===== src/tcp_consts.svh =====
/*
 * Constants of the timer/counter pair: register addresses in the special
 * function register space, control and mode bit positions, machine cycle
 * phases and reset values.
 * Assumes inclusion by bare name from the design files.
 */
`ifndef TCP_CONSTS_SVH
`define TCP_CONSTS_SVH

// Register addresses in the special function register space.
`define TCP_ADDR_CTL 8'h88
`define TCP_ADDR_MODE 8'h89
`define TCP_ADDR_T0_LO 8'h8A
`define TCP_ADDR_T1_LO 8'h8B
`define TCP_ADDR_T0_HI 8'h8C
`define TCP_ADDR_T1_HI 8'h8D
`define TCP_UNMAPPED_READ 8'h00

// Control register bit positions.
`define TCP_BIT_TF1 7
`define TCP_BIT_TR1 6
`define TCP_BIT_TF0 5
`define TCP_BIT_TR0 4
`define TCP_BIT_IE1 3
`define TCP_BIT_IT1 2
`define TCP_BIT_IE0 1
`define TCP_BIT_IT0 0

// Mode register fields; timer 1 uses the upper nibble.
`define TCP_MODE_GATE 3
`define TCP_MODE_CNT 2
`define TCP_MODE_SEL_HI 1
`define TCP_MODE_SEL_LO 0
`define TCP_MODE_T1_SHIFT 4

// Machine cycle: twelve oscillator clocks, phases counted from zero.
`define TCP_CYCLE_LEN 12
`define TCP_PHASE_SAMPLE 4'h9
`define TCP_PHASE_UPDATE 4'h4

// Reset values.
`define TCP_RST_BYTE 8'h00

`endif


===== src/tcp_pkg.sv =====
/*
 * Types shared by the timer/counter pair.
 * Assumes nothing of its surroundings.
 */
package tcp_pkg;

  typedef enum logic [1:0] {
    TCP_MODE_13BIT = 2'b00,
    TCP_MODE_16BIT = 2'b01,
    TCP_MODE_RELOAD = 2'b10,
    TCP_MODE_SPLIT = 2'b11
  } tcp_mode_t;

endpackage


===== src/tcp_phase_gen.sv =====
/*
 * Machine cycle phase generator: divides the oscillator clock by the
 * cycle length and emits one-cycle sample and update enables.
 * Assumes sys_clk is the oscillator clock and a synchronous reset.
 */
`timescale 1ns/1ps
`include "tcp_consts.svh"

module tcp_phase_gen #(
  parameter int CYCLE_LEN = `TCP_CYCLE_LEN
) (
  // Clock and reset.
  input wire logic sys_clk,
  input wire logic reset_n,
  // Phase enables.
  output logic sample_tick,
  output logic update_tick
);

  logic [3:0] phase_ff;
  logic [3:0] nxt_phase;

  always_comb begin
    if (phase_ff == 4'(CYCLE_LEN - 1)) begin
      nxt_phase = 4'h0;
    end else begin
      nxt_phase = phase_ff + 4'h1;
    end
  end

  always_ff @(posedge sys_clk) begin
    if (!reset_n) begin
      phase_ff <= 4'h0;
    end else begin
      phase_ff <= nxt_phase;
    end
  end

  // Enables line up with the phase count so that both pulses land once
  // per machine cycle.
  always_ff @(posedge sys_clk) begin
    if (!reset_n) begin
      sample_tick <= 1'b0;
      update_tick <= 1'b0;
    end else begin
      sample_tick <= (nxt_phase == `TCP_PHASE_SAMPLE);
      update_tick <= (nxt_phase == `TCP_PHASE_UPDATE);
    end
  end

endmodule // tcp_phase_gen


===== src/tcp_timer_pair.sv =====
/*
 * Two 16-bit timer/counters with external interrupt edge/level flags,
 * reached through the processor's special function register port.
 * Assumes sys_clk is the oscillator clock, a synchronous active-low
 * reset, and pins that are asynchronous to sys_clk.
 */
`timescale 1ns/1ps
`include "tcp_consts.svh"

module tcp_timer_pair
  import tcp_pkg::*;
(
  // Clock and reset.
  input wire logic sys_clk,
  input wire logic reset_n,
  // Special function register port.
  input wire logic [7:0] sfr_addr,
  input wire logic sfr_wr,
  input wire logic [7:0] sfr_wdata,
  input wire logic sfr_rd,
  output logic [7:0] sfr_rdata,
  // Interrupt vectoring acknowledges from the processor.
  input wire logic t0_irq_ack,
  input wire logic t1_irq_ack,
  input wire logic xint0_irq_ack,
  input wire logic xint1_irq_ack,
  // External pins.
  input wire logic count_pin_0,
  input wire logic count_pin_1,
  input wire logic ext_irq0_pin,
  input wire logic ext_irq1_pin,
  // Interrupt request flags.
  output logic t0_overflow_flag,
  output logic t1_overflow_flag,
  output logic xint0_edge_flag,
  output logic xint1_edge_flag
);

  // ********************************************************************
  // Declarations
  // ********************************************************************
  logic sample_tick;
  logic update_tick;
  logic [3:0] pin_raw;
  logic [3:0] pin_filt;
  logic [3:0] pin_prev_ff;
  logic [1:0] cnt_samp_ff;
  logic [1:0] cnt_pend_ff;
  logic t0_run_bit_ff;
  logic t1_run_bit_ff;
  logic xint0_type_bit_ff;
  logic xint1_type_bit_ff;
  logic [7:0] timer_mode_ff;
  logic [7:0] t0_low_byte_ff;
  logic [7:0] t0_high_byte_ff;
  logic [7:0] t1_low_byte_ff;
  logic [7:0] t1_high_byte_ff;
  logic [7:0] nxt_t0_low;
  logic [7:0] nxt_t0_high;
  logic [7:0] nxt_t1_low;
  logic [7:0] nxt_t1_high;
  logic [16:0] step0;
  logic [16:0] step1;
  tcp_mode_t mode0;
  tcp_mode_t mode1;
  logic en0;
  logic en1;
  logic inc0;
  logic inc1;
  logic inc0_split_hi;
  logic ovf0;
  logic ovf1;
  logic wr_ctl;
  logic irq0_fall;
  logic irq1_fall;
  logic [7:0] ctl_view;
  logic [7:0] nxt_rdata;

  // ********************************************************************
  // Machine cycle phases
  // ********************************************************************
  tcp_phase_gen #(
    .CYCLE_LEN(`TCP_CYCLE_LEN)
  ) i_tcp_phase_gen (
    .sys_clk(sys_clk),
    .reset_n(reset_n),
    .sample_tick(sample_tick),
    .update_tick(update_tick)
  );

  // ********************************************************************
  // Pin synchronisers
  // ********************************************************************
  assign pin_raw = {ext_irq1_pin, ext_irq0_pin, count_pin_1, count_pin_0};

  // Three synchroniser flops and a filter flop per pin; a new level is taken only once the second and
  // third stages agree, which rejects a level caught mid-transition.
  genvar gi;
  generate
    for (gi = 0; gi < 4; gi++) begin : g_sync
      logic s1_ff;
      logic s2_ff;
      logic s3_ff;
      logic filt_ff;
      always_ff @(posedge sys_clk) begin
        if (!reset_n) begin
          s1_ff <= 1'b1;
          s2_ff <= 1'b1;
          s3_ff <= 1'b1;
          filt_ff <= 1'b1;
        end else begin
          s1_ff <= pin_raw[gi];
          s2_ff <= s1_ff;
          s3_ff <= s2_ff;
          if (s2_ff == s3_ff) begin
            filt_ff <= s3_ff;
          end
        end
      end
      assign pin_filt[gi] = filt_ff;
    end
  endgenerate

  // ********************************************************************
  // Count pin sampling
  // ********************************************************************
  // One sample per machine cycle; a high sample followed by a low one
  // leaves a pending event for the next update phase, so one falling
  // edge needs two machine cycles and the rate tops out at 1/24.
  always_ff @(posedge sys_clk) begin
    if (!reset_n) begin
      cnt_samp_ff <= 2'b11;
      cnt_pend_ff <= 2'b00;
    end else begin
      if (sample_tick) begin
        cnt_samp_ff <= pin_filt[1:0];
      end
      for (int i = 0; i < 2; i++) begin
        if (sample_tick && cnt_samp_ff[i] && !pin_filt[i]) begin
          cnt_pend_ff[i] <= 1'b1;
        end else if (update_tick) begin
          cnt_pend_ff[i] <= 1'b0;
        end
      end
    end
  end

  // ********************************************************************
  // Count enables
  // ********************************************************************
  assign mode0 = tcp_mode_t'(timer_mode_ff[`TCP_MODE_SEL_HI:
                                           `TCP_MODE_SEL_LO]);
  assign mode1 = tcp_mode_t'(timer_mode_ff[`TCP_MODE_T1_SHIFT +
                                           `TCP_MODE_SEL_HI:
                                           `TCP_MODE_T1_SHIFT +
                                           `TCP_MODE_SEL_LO]);

  assign en0 = t0_run_bit_ff &&
               (!timer_mode_ff[`TCP_MODE_GATE] || pin_filt[2]);
  assign en1 = t1_run_bit_ff &&
               (!timer_mode_ff[`TCP_MODE_T1_SHIFT + `TCP_MODE_GATE] ||
                pin_filt[3]);

  // Timer function counts every update phase; counter function only when
  // an edge is pending.
  assign inc0 = update_tick && en0 &&
                (!timer_mode_ff[`TCP_MODE_CNT] ||
                 cnt_pend_ff[0]);
  assign inc1 = update_tick && en1 && (mode1 != TCP_MODE_SPLIT) &&
                (!timer_mode_ff[`TCP_MODE_T1_SHIFT + `TCP_MODE_CNT] ||
                 cnt_pend_ff[1]);

  // The split high byte is a pure machine cycle timer on timer 1's run bit.
  assign inc0_split_hi = update_tick && (mode0 == TCP_MODE_SPLIT) &&
                         t1_run_bit_ff;

  // ********************************************************************
  // Count step
  // ********************************************************************
  // Returns {overflow, high, low} after one count in the given mode.
  function automatic logic [16:0] tcp_step(input tcp_mode_t m,
                                           input logic [7:0] lo,
                                           input logic [7:0] hi);
    logic [5:0] pre;
    logic [16:0] res;
    begin
      pre = {1'b0, lo[4:0]} + 6'h01;
      res = {1'b0, hi, lo};
      case (m)
        TCP_MODE_13BIT: begin
          // Upper three low-byte bits are left as they stand.
          if (pre[5]) begin
            res = {(hi == 8'hFF), hi + 8'h01, lo[7:5], pre[4:0]};
          end else begin
            res = {1'b0, hi, lo[7:5], pre[4:0]};
          end
        end
        TCP_MODE_16BIT: begin
          res = {1'b0, hi, lo} + 17'h0_0001;
        end
        TCP_MODE_RELOAD: begin
          if (lo == 8'hFF) begin
            res = {1'b1, hi, hi};
          end else begin
            res = {1'b0, hi, lo + 8'h01};
          end
        end
        TCP_MODE_SPLIT: begin
          res = {(lo == 8'hFF), hi, lo + 8'h01};
        end
        default: begin
          res = {1'b0, hi, lo};
        end
      endcase
      tcp_step = res;
    end
  endfunction

  assign step0 = tcp_step(mode0, t0_low_byte_ff, t0_high_byte_ff);
  assign step1 = tcp_step(mode1, t1_low_byte_ff, t1_high_byte_ff);

  // ********************************************************************
  // Count registers
  // ********************************************************************
  // A software write in the same cycle as a count wins, so software sees
  // exactly the value it wrote.
  always_comb begin
    nxt_t0_low = t0_low_byte_ff;
    nxt_t0_high = t0_high_byte_ff;
    nxt_t1_low = t1_low_byte_ff;
    nxt_t1_high = t1_high_byte_ff;
    if (inc0) begin
      nxt_t0_low = step0[7:0];
      nxt_t0_high = step0[15:8];
    end
    if (inc0_split_hi) begin
      nxt_t0_high = t0_high_byte_ff + 8'h01;
    end
    if (inc1) begin
      nxt_t1_low = step1[7:0];
      nxt_t1_high = step1[15:8];
    end
    if (sfr_wr && sfr_addr == `TCP_ADDR_T0_LO) begin
      nxt_t0_low = sfr_wdata;
    end
    if (sfr_wr && sfr_addr == `TCP_ADDR_T0_HI) begin
      nxt_t0_high = sfr_wdata;
    end
    if (sfr_wr && sfr_addr == `TCP_ADDR_T1_LO) begin
      nxt_t1_low = sfr_wdata;
    end
    if (sfr_wr && sfr_addr == `TCP_ADDR_T1_HI) begin
      nxt_t1_high = sfr_wdata;
    end
  end

  // Nothing here reacts to the run bits, so starting never clears counts.
  always_ff @(posedge sys_clk) begin
    if (!reset_n) begin
      t0_low_byte_ff <= `TCP_RST_BYTE;
      t0_high_byte_ff <= `TCP_RST_BYTE;
      t1_low_byte_ff <= `TCP_RST_BYTE;
      t1_high_byte_ff <= `TCP_RST_BYTE;
    end else begin
      t0_low_byte_ff <= nxt_t0_low;
      t0_high_byte_ff <= nxt_t0_high;
      t1_low_byte_ff <= nxt_t1_low;
      t1_high_byte_ff <= nxt_t1_high;
    end
  end

  // ********************************************************************
  // Mode and control bits
  // ********************************************************************
  assign wr_ctl = sfr_wr && (sfr_addr == `TCP_ADDR_CTL);

  always_ff @(posedge sys_clk) begin
    if (!reset_n) begin
      timer_mode_ff <= `TCP_RST_BYTE;
    end else if (sfr_wr && sfr_addr == `TCP_ADDR_MODE) begin
      timer_mode_ff <= sfr_wdata;
    end
  end

  always_ff @(posedge sys_clk) begin
    if (!reset_n) begin
      t0_run_bit_ff <= 1'b0;
      t1_run_bit_ff <= 1'b0;
      xint0_type_bit_ff <= 1'b0;
      xint1_type_bit_ff <= 1'b0;
    end else if (wr_ctl) begin
      t0_run_bit_ff <= sfr_wdata[`TCP_BIT_TR0];
      t1_run_bit_ff <= sfr_wdata[`TCP_BIT_TR1];
      xint0_type_bit_ff <= sfr_wdata[`TCP_BIT_IT0];
      xint1_type_bit_ff <= sfr_wdata[`TCP_BIT_IT1];
    end
  end

  // ********************************************************************
  // Overflow flags
  // ********************************************************************
  // While timer 0 is split, timer 1's own overflow no longer reaches its
  // flag; the split high byte owns it.
  assign ovf0 = inc0 && step0[16];
  assign ovf1 = (inc1 && step1[16] && mode0 != TCP_MODE_SPLIT) ||
                (inc0_split_hi && t0_high_byte_ff == 8'hFF);

  // Hardware set beats a software write, which beats the acknowledge.
  always_ff @(posedge sys_clk) begin
    if (!reset_n) begin
      t0_overflow_flag <= 1'b0;
      t1_overflow_flag <= 1'b0;
    end else begin
      if (ovf0) begin
        t0_overflow_flag <= 1'b1;
      end else if (wr_ctl) begin
        t0_overflow_flag <= sfr_wdata[`TCP_BIT_TF0];
      end else if (t0_irq_ack) begin
        t0_overflow_flag <= 1'b0;
      end
      if (ovf1) begin
        t1_overflow_flag <= 1'b1;
      end else if (wr_ctl) begin
        t1_overflow_flag <= sfr_wdata[`TCP_BIT_TF1];
      end else if (t1_irq_ack) begin
        t1_overflow_flag <= 1'b0;
      end
    end
  end

  // ********************************************************************
  // External interrupt flags
  // ********************************************************************
  always_ff @(posedge sys_clk) begin
    if (!reset_n) begin
      pin_prev_ff <= 4'hF;
    end else begin
      pin_prev_ff <= pin_filt;
    end
  end

  assign irq0_fall = pin_prev_ff[2] && !pin_filt[2];
  assign irq1_fall = pin_prev_ff[3] && !pin_filt[3];

  // Level mode mirrors the inverted pin, so the request drops by itself
  // once the source releases it; the acknowledge only matters for edges.
  always_ff @(posedge sys_clk) begin
    if (!reset_n) begin
      xint0_edge_flag <= 1'b0;
      xint1_edge_flag <= 1'b0;
    end else begin
      if (!xint0_type_bit_ff) begin
        xint0_edge_flag <= !pin_filt[2];
      end else if (irq0_fall) begin
        xint0_edge_flag <= 1'b1;
      end else if (wr_ctl) begin
        xint0_edge_flag <= sfr_wdata[`TCP_BIT_IE0];
      end else if (xint0_irq_ack) begin
        xint0_edge_flag <= 1'b0;
      end
      if (!xint1_type_bit_ff) begin
        xint1_edge_flag <= !pin_filt[3];
      end else if (irq1_fall) begin
        xint1_edge_flag <= 1'b1;
      end else if (wr_ctl) begin
        xint1_edge_flag <= sfr_wdata[`TCP_BIT_IE1];
      end else if (xint1_irq_ack) begin
        xint1_edge_flag <= 1'b0;
      end
    end
  end

  // ********************************************************************
  // Register read
  // ********************************************************************
  assign ctl_view = {t1_overflow_flag, t1_run_bit_ff, t0_overflow_flag,
                     t0_run_bit_ff, xint1_edge_flag, xint1_type_bit_ff,
                     xint0_edge_flag, xint0_type_bit_ff};

  always_comb begin
    case (sfr_addr)
      `TCP_ADDR_CTL: nxt_rdata = ctl_view;
      `TCP_ADDR_MODE: nxt_rdata = timer_mode_ff;
      `TCP_ADDR_T0_LO: nxt_rdata = t0_low_byte_ff;
      `TCP_ADDR_T0_HI: nxt_rdata = t0_high_byte_ff;
      `TCP_ADDR_T1_LO: nxt_rdata = t1_low_byte_ff;
      `TCP_ADDR_T1_HI: nxt_rdata = t1_high_byte_ff;
      default: nxt_rdata = `TCP_UNMAPPED_READ;
    endcase
  end

  // Read data is held until the next read so the output stays registered.
  always_ff @(posedge sys_clk) begin
    if (!reset_n) begin
      sfr_rdata <= `TCP_RST_BYTE;
    end else if (sfr_rd) begin
      sfr_rdata <= nxt_rdata;
    end
  end

endmodule // tcp_timer_pair


===== config.mk =====
export PLATFORM = sky130hd
export DESIGN_NAME = tcp_timer_pair
export DESIGN_NICKNAME = d
export VERILOG_FILES = /design/src/tcp_pkg.sv /design/src/tcp_phase_gen.sv /design/src/tcp_timer_pair.sv
export VERILOG_INCLUDE_DIRS = /design/src
export SDC_FILE = /design/constraint.sdc
export NUM_CORES = 1
export LEC_CHECK = 0
export ABC_AREA = 1
export BUFFER_PORTS_ARGS = -buffer_cell sky130_fd_sc_hd__buf_4
export CORE_MARGIN = 2
export CORE_UTILIZATION = 40
export DETAILED_ROUTE_END_ITERATION = 8
export SYNTH_ARGS = -nofsm -noshare
export SYNTH_HDL_FRONTEND = slang
export SYNTH_SLANG_ARGS = --single-unit

===== constraint.sdc =====
create_clock -name sys_clk -period 1.6 [get_ports sys_clk]
set_input_delay 0.08 -clock sys_clk [delete_from_list [all_inputs] [get_ports sys_clk]]
set_output_delay 0.08 -clock sys_clk [all_outputs]
set_load 0.05 [all_outputs]

# After elaboration in Yosys (flattened, before gate mapping)
# Index checks and enable logic that the tools add are counted.
[classes] n_eq_ne=35 n_reduce_logical=52 n_mux=34 addsub=9
[ops] operator="case mux 17 bit (4 select lines)" count=2
[ops] operator="== test 8 bit (second input constant)" count=10
[ops] operator="2-to-1 mux 8 bit" count=9
[ops] operator="2-to-1 mux 17 bit" count=4
[ops] operator="case mux 8 bit (6 select lines)" count=1
[ops] operator="adder 16 x 1 -> 17 bit (second input constant)" count=2
[ops] operator="adder 8 x 1 -> 8 bit (second input constant)" count=4
[ops] operator="logical AND 1 bit" count=25
[ops] operator="2-to-1 mux 1 bit" count=17
[ops] operator="adder 5 x 1 -> 6 bit (second input constant)" count=2
[ops] operator="inequality test 2 bit (second input constant)" count=6
[ops] operator="nonzero test 2 bit" count=5
[ops] operator="nonzero test 3 bit" count=3
[ops] operator="== test 2 bit (second input constant)" count=4
[ops] operator="== test 4 bit (second input constant)" count=2
[ops] operator="logical NOT 1 bit" count=8
[ops] operator="inequality test 4 x 2 -> 1 bit (second input constant)" count=2
[ops] operator="AND reduction 4 bit" count=2
[ops] operator="inequality test 3 bit (second input constant)" count=2
[ops] operator="logical OR 1 bit" count=5
[ops] operator="adder 4 x 1 -> 4 bit (second input constant)" count=1
[ops] operator="== test 1 bit" count=4
[ops] operator="== test 2 x 1 -> 1 bit (second input constant)" count=2
[ops] operator="== test 4 x 3 -> 1 bit (second input constant)" count=1
[ops] operator="5 further kinds" count=7
[word_totals] ff_bits=86 out_inout_bits=12

# Logic depth before layout (Yosys ltp)
[depth] word_depth=10 depth_mapped=11 mapped_depth_nobuf=11

# By module
# A second synthesis with hierarchy kept.
[hier_totals] cells_unflattened=825 hier_area_um2=5173.7
[by_module_without_submodules] mod="tcp_timer_pair" seq_area_each_um2=1561.5 instances=1 area_per_inst_um2=4924.7 cells_each=794
[by_module_without_submodules] mod="tcp_phase_gen" seq_area_each_um2=120.1 instances=1 area_per_inst_um2=249.0 cells_each=31

# Worst setup path after synthesis
# OpenSTA, ideal clock, no wires.
[synth_timing] path_type="register -> register" start="register t0_low_byte_ff[0]" end="register t0_low_byte_ff[3]" path_stages_with_launch=11 setup_slack_ns=0.050 period_less_slack_ns=1.550 path_buffers=0 setup_ns=0.128 t_arrival_ns=1.423 path_cell_list="dfxtp_1 ha_1 nand2_2 nor2_4 nand2_4 nor2_8 inv_2 o21ai_1 nor2_1 nor2_1 nor2_1"
[synth_between] elab_chain_len=5
[synth_lines] element="start, declared" line="tcp_timer_pair.sv:54" rtl="logic [7:0] t0_low_byte_ff;"
[synth_lines] element="start signal, assigned" line="tcp_timer_pair.sv:260" rtl="t0_low_byte_ff <= `TCP_RST_BYTE;"
[synth_lines] element="start signal, assigned" line="tcp_timer_pair.sv:265" rtl="t0_low_byte_ff <= nxt_t0_low;"
[synth_lines] element="adder 8 x 1 -> 8 bit (tied with other cells)" line="tcp_timer_pair.sv:205, tcp_timer_pair.sv:209"
[synth_lines] element="2-to-1 mux 17 bit (on tied branches)" line="tcp_timer_pair.sv:202, tcp_timer_pair.sv:192"
[synth_lines] element="case mux 17 bit (4 select lines) *" line="tcp_timer_pair.sv:189" rtl="case (m)"
[synth_lines] element="2-to-1 mux 8 bit *" line="tcp_timer_pair.sv:232" rtl="if (inc0) begin"
[synth_lines] element="2-to-1 mux 8 bit *" line="tcp_timer_pair.sv:243" rtl="if (sfr_wr && sfr_addr == `TCP_ADDR_T0_LO) begin"
# Mark *: on every way between the ends. The rest lies on a longest branch, timed or not. The select of a mux whose other input is x is not followed.
# A chain may end at the register's enable or synchronous reset.

# Final worst setup path
[layout_timing] start="register t1_low_byte_ff[0]" end="register t1_low_byte_ff[1]"
[layout_between] elab_chain_len=5
[layout_lines] element="start, declared" line="tcp_timer_pair.sv:56" rtl="logic [7:0] t1_low_byte_ff;"
[layout_lines] element="start signal, assigned" line="tcp_timer_pair.sv:262" rtl="t1_low_byte_ff <= `TCP_RST_BYTE;"
[layout_lines] element="start signal, assigned" line="tcp_timer_pair.sv:267" rtl="t1_low_byte_ff <= nxt_t1_low;"
[layout_lines] element="adder 8 x 1 -> 8 bit (tied with other cells)" line="tcp_timer_pair.sv:205, tcp_timer_pair.sv:209"
[layout_lines] element="2-to-1 mux 17 bit (on tied branches)" line="tcp_timer_pair.sv:202, tcp_timer_pair.sv:192"
[layout_lines] element="case mux 17 bit (4 select lines) *" line="tcp_timer_pair.sv:189"
[layout_lines] element="2-to-1 mux 8 bit *" line="tcp_timer_pair.sv:239" rtl="if (inc1) begin"
[layout_lines] element="2-to-1 mux 8 bit *" line="tcp_timer_pair.sv:249" rtl="if (sfr_wr && sfr_addr == `TCP_ADDR_T1_LO) begin"
# Marked as above.

==> metrics.csv <==
metric,value,unit
crit path max fanout,6,
Placement Rows,41,
Die X,118,um
HP Start,xint1_irq_ack,
"flops & latches, synth",84,
first-pass GRT wire length,27400,um
Required @ worst endpoint,1820,ps
Fill cells,1342,
Mapped Area,0.00523,mm^2
Worst-Skew Late Latency,350,ps
Yosys cell types,38,
RSZ-0062 raised after global routing,true,
Inst Count DP,1077,
R2R cell count,10,
synth warn,0,
WL met2,7860,um
R2R setup slack,80,ps
sequential share of the synthesized area,32.2,%
max layer used,met4,
die height,118,um
Post-Place Worst Slack,-17.5,ps
hpwl dp,13000,um
initial antenna violation count,0,
R2R Path Start,t1_low_byte_ff[0]$_SDFFE_PN0P_,
CTS sink count,84,
crit path launch type,register,
Worst Skew,7.84,ps
clk root buf,clkbuf_16,
core box area,0.0127,mm^2
Max clock buf depth,2,
Post-Synthesis Cells,837,
fin cells,1107,
Pwr Density,720,mW/mm^2
R2R Path End,t1_low_byte_ff[1]$_SDFFE_PN0P_,
Initial Utilization,41.3,%
# setup viols final,0,
"Top FF cell, synth",dfxtp_1,
crit share post-route,95.2,%
Final Hold Fails,0,
most frequent cells in the layout,"nand2_1 (178), inv_1 (124), nor2_1 (100)",
Buffers on Ports,39,
Routed Antenna Nets,0,
WL final,17300,um
via count,5717,
RePlAce Congestion,0.969,
Slew HR,67.9,%
Worst Tran Pin Value,480,ps
Min-Delay Path Class,in -> reg,
DRT Pass-1 Iters,6,
"CTS clk-pin slew, worst paths",70,ps
CP Capture Type,register,
synth-to-layout area growth,25.9,%
hold-critical path depth,4,
met3 wire length,1170,um
largest net degree at the start of global routing,34,
Leak,2.97,nW
Hold WS,26.6,ps
Via density,5.16,
Setup CP Type,reg -> reg,
Post-synth EDFFs,0,
vias in the first global route,5338,
f_max,656,MHz
Nets,964,
CTS tree,yes,
drc violations,0,
VDD IR max,597,uV
wire per inst,15.6,um
max_cap viols,0,
Total Die Area,0.0140,mm^2
total CTS buffers,9,
antenna cells,0,
"Avg Cell Area, Syn",6.25,um^2
Mapped Nets,871,
gr usage total,24.8,%
max-slew violations,0,
ys async rst share,0,%
Critical Path AT,1740,ps
minimum clock period,1520,ps
Boundary Pins,40,
gr ovfl total,0,
worst setup margin,76.7,ps
status,finished clean,
share of cells above drive strength 1,20.0,%
WL met1,7750,um
"commonest non-fill, non-tap cell in the layout",nand2_1,
H-tree depth reported by CTS,3,
DR iter-0 viols,498,
Worst Hold End,xint1_edge_flag$_SDFFE_PN0P_,
## state kept, by name (all words and copies together), names as in the netlist, 4 cells and up
signal and flops:
t1_low_byte_ff 8, t1_high_byte_ff 8, sfr_rdata 8, i_tcp_phase_gen.phase_ff 4, g_sync.filt_ff 4, t0_high_byte_ff 8
g_sync.s3_ff 4, timer_mode_ff 8, g_sync.s2_ff 4, g_sync.s1_ff 4, t0_low_byte_ff 8
## power by group
part           switching, mW  total [mW]  internal [mW]  leakage [nW]
sequential            0.0179        2.14           2.12         0.686
combinational          0.218       0.346          0.128          2.13
clock                  0.998        2.26           1.26         0.150
total                   1.23        4.74           3.51          2.97
## through the flow
step | TNS [ps] | instance area, um^2 | total power, mW | util [%]
final | 0 | 6580 | 4.74 | 52.0
after global routing | -291 | 6580 | 4.90 | 52.0
after CTS | 0 | 6360 | 4.78 | 50.2
after detailed placement | -25.9 | 6000 | 2.52 | 47.4
after global placement | 0 | 6000 | 2.52 | 47.4
after floorplan | 0 | 5230 | 2.36 | -
## logic make-up after synthesis
| group | count (synthesis) | share of synthesized area, % |
|---|---|---|
| AND/OR/NAND/NOR | 419 | 36.0 |
| AO/OA/AOI/OAI | 165 | 16.9 |
| buffers and inverters | 152 | 11.6 |
| flip-flops | 84 | 32.2 |
| XOR/XNOR | 11 | 1.84 |
| adder cells (fa/ha/maj) | 6 | 1.44 |
## synthesized netlist by cell type (2+ instances only)
cell type  count  area [um^2]
nand2_1      185          694
inv_1        125          469
nor2_1       104          390
dfxtp_1       84         1680
nand3_1       77          385
a21oi_1       67          335
o21ai_0       57          285
o21ai_1       17         85.1
o22ai_1       13         81.3
or2_2         12         75.1
clkbuf_1      10         37.5
xor2_1         9         78.8
nor2_2         8         50.1
ha_1           6         75.1
o211a_1        6         60.1
inv_2          5         18.8
nand2_2        5         31.3
buf_2          4         20.0
buf_6          4         45.0
nand3_2        4         40.0
nand3b_1       4         30.0
nand4_1        4         25.0
nor3_1         4         20.0
a31oi_1        2         12.5
clkinv_1       2         7.51
nand2_4        2         22.5
nor2_4         2         22.5
nor2_8         2         40.0
nor3_2         2         20.0
o211ai_1       2         15.0
xnor2_1        2         17.5
## how the worst max path moves through the flow
stage | start | endpoint | slack, ps | depth (start not counted)
after global placement | t0_low_byte_ff[3]$_SDFFE_PN0P_ | t0_high_byte_ff[4]$_SDFFE_PN0P_ | 40 | 8
after detailed placement | t1_low_byte_ff[0]$_SDFFE_PN0P_ | t1_overflow_flag$_SDFFE_PN0P_ | -20 | 7
after CTS | t1_low_byte_ff[0]$_SDFFE_PN0P_ | t1_low_byte_ff[4]$_SDFFE_PN0P_ | 2 | 10
after global routing | t1_low_byte_ff[0]$_SDFFE_PN0P_ | t1_low_byte_ff[2]$_SDFFE_PN0P_ | -60 | 9
final | t1_low_byte_ff[0]$_SDFFE_PN0P_ | t1_low_byte_ff[1]$_SDFFE_PN0P_ | 80 | 10
after floorplan | t0_low_byte_ff[0]$_SDFFE_PN0P_ | t0_low_byte_ff[3]$_SDFFE_PN0P_ | 50 | 10
## worst max-delay path, stage by stage, from the launching register on
cell and delay [ps]:
dfxtp_2 370, ha_4 150, nand2_2 80, nor2_4 160, nand3b_1 160, inv_2 140, nand2_1 50, o21ai_0 70
nor2_1 60, nor2_1 100, nor2_1 40
## final cells by class
cell class	count	area [um^2]	area share, %
Inverter	133	500	7.60
Clock inverter	7	95.1	1.44
Sequential cell	84	1690	25.7
Tap cell	172	215	3.27
Timing Repair Buffer	100	777	11.8
Multi-Input combinational cell	602	3080	46.7
Clock buffer	9	225	3.42
## what timing repair did
action	in CTS	in global routing
buffers inserted	0	9
hold buffers	4	0
gates cloned	0	1
endpoints found under the hold margin	4	0
pin swaps	0	8
gates resized for setup	3	46
setup endpoints to repair	2	30
## metal layers
layer | track usage (%) | vias to the layer above
met1 | 32.9 | 2609
li1 | - | 2869
met4 | 9.49 | 0
met5 | 0 | -
met3 | 4.49 | 38
met2 | 40.1 | 201
(Power assumes the default switching activity.)
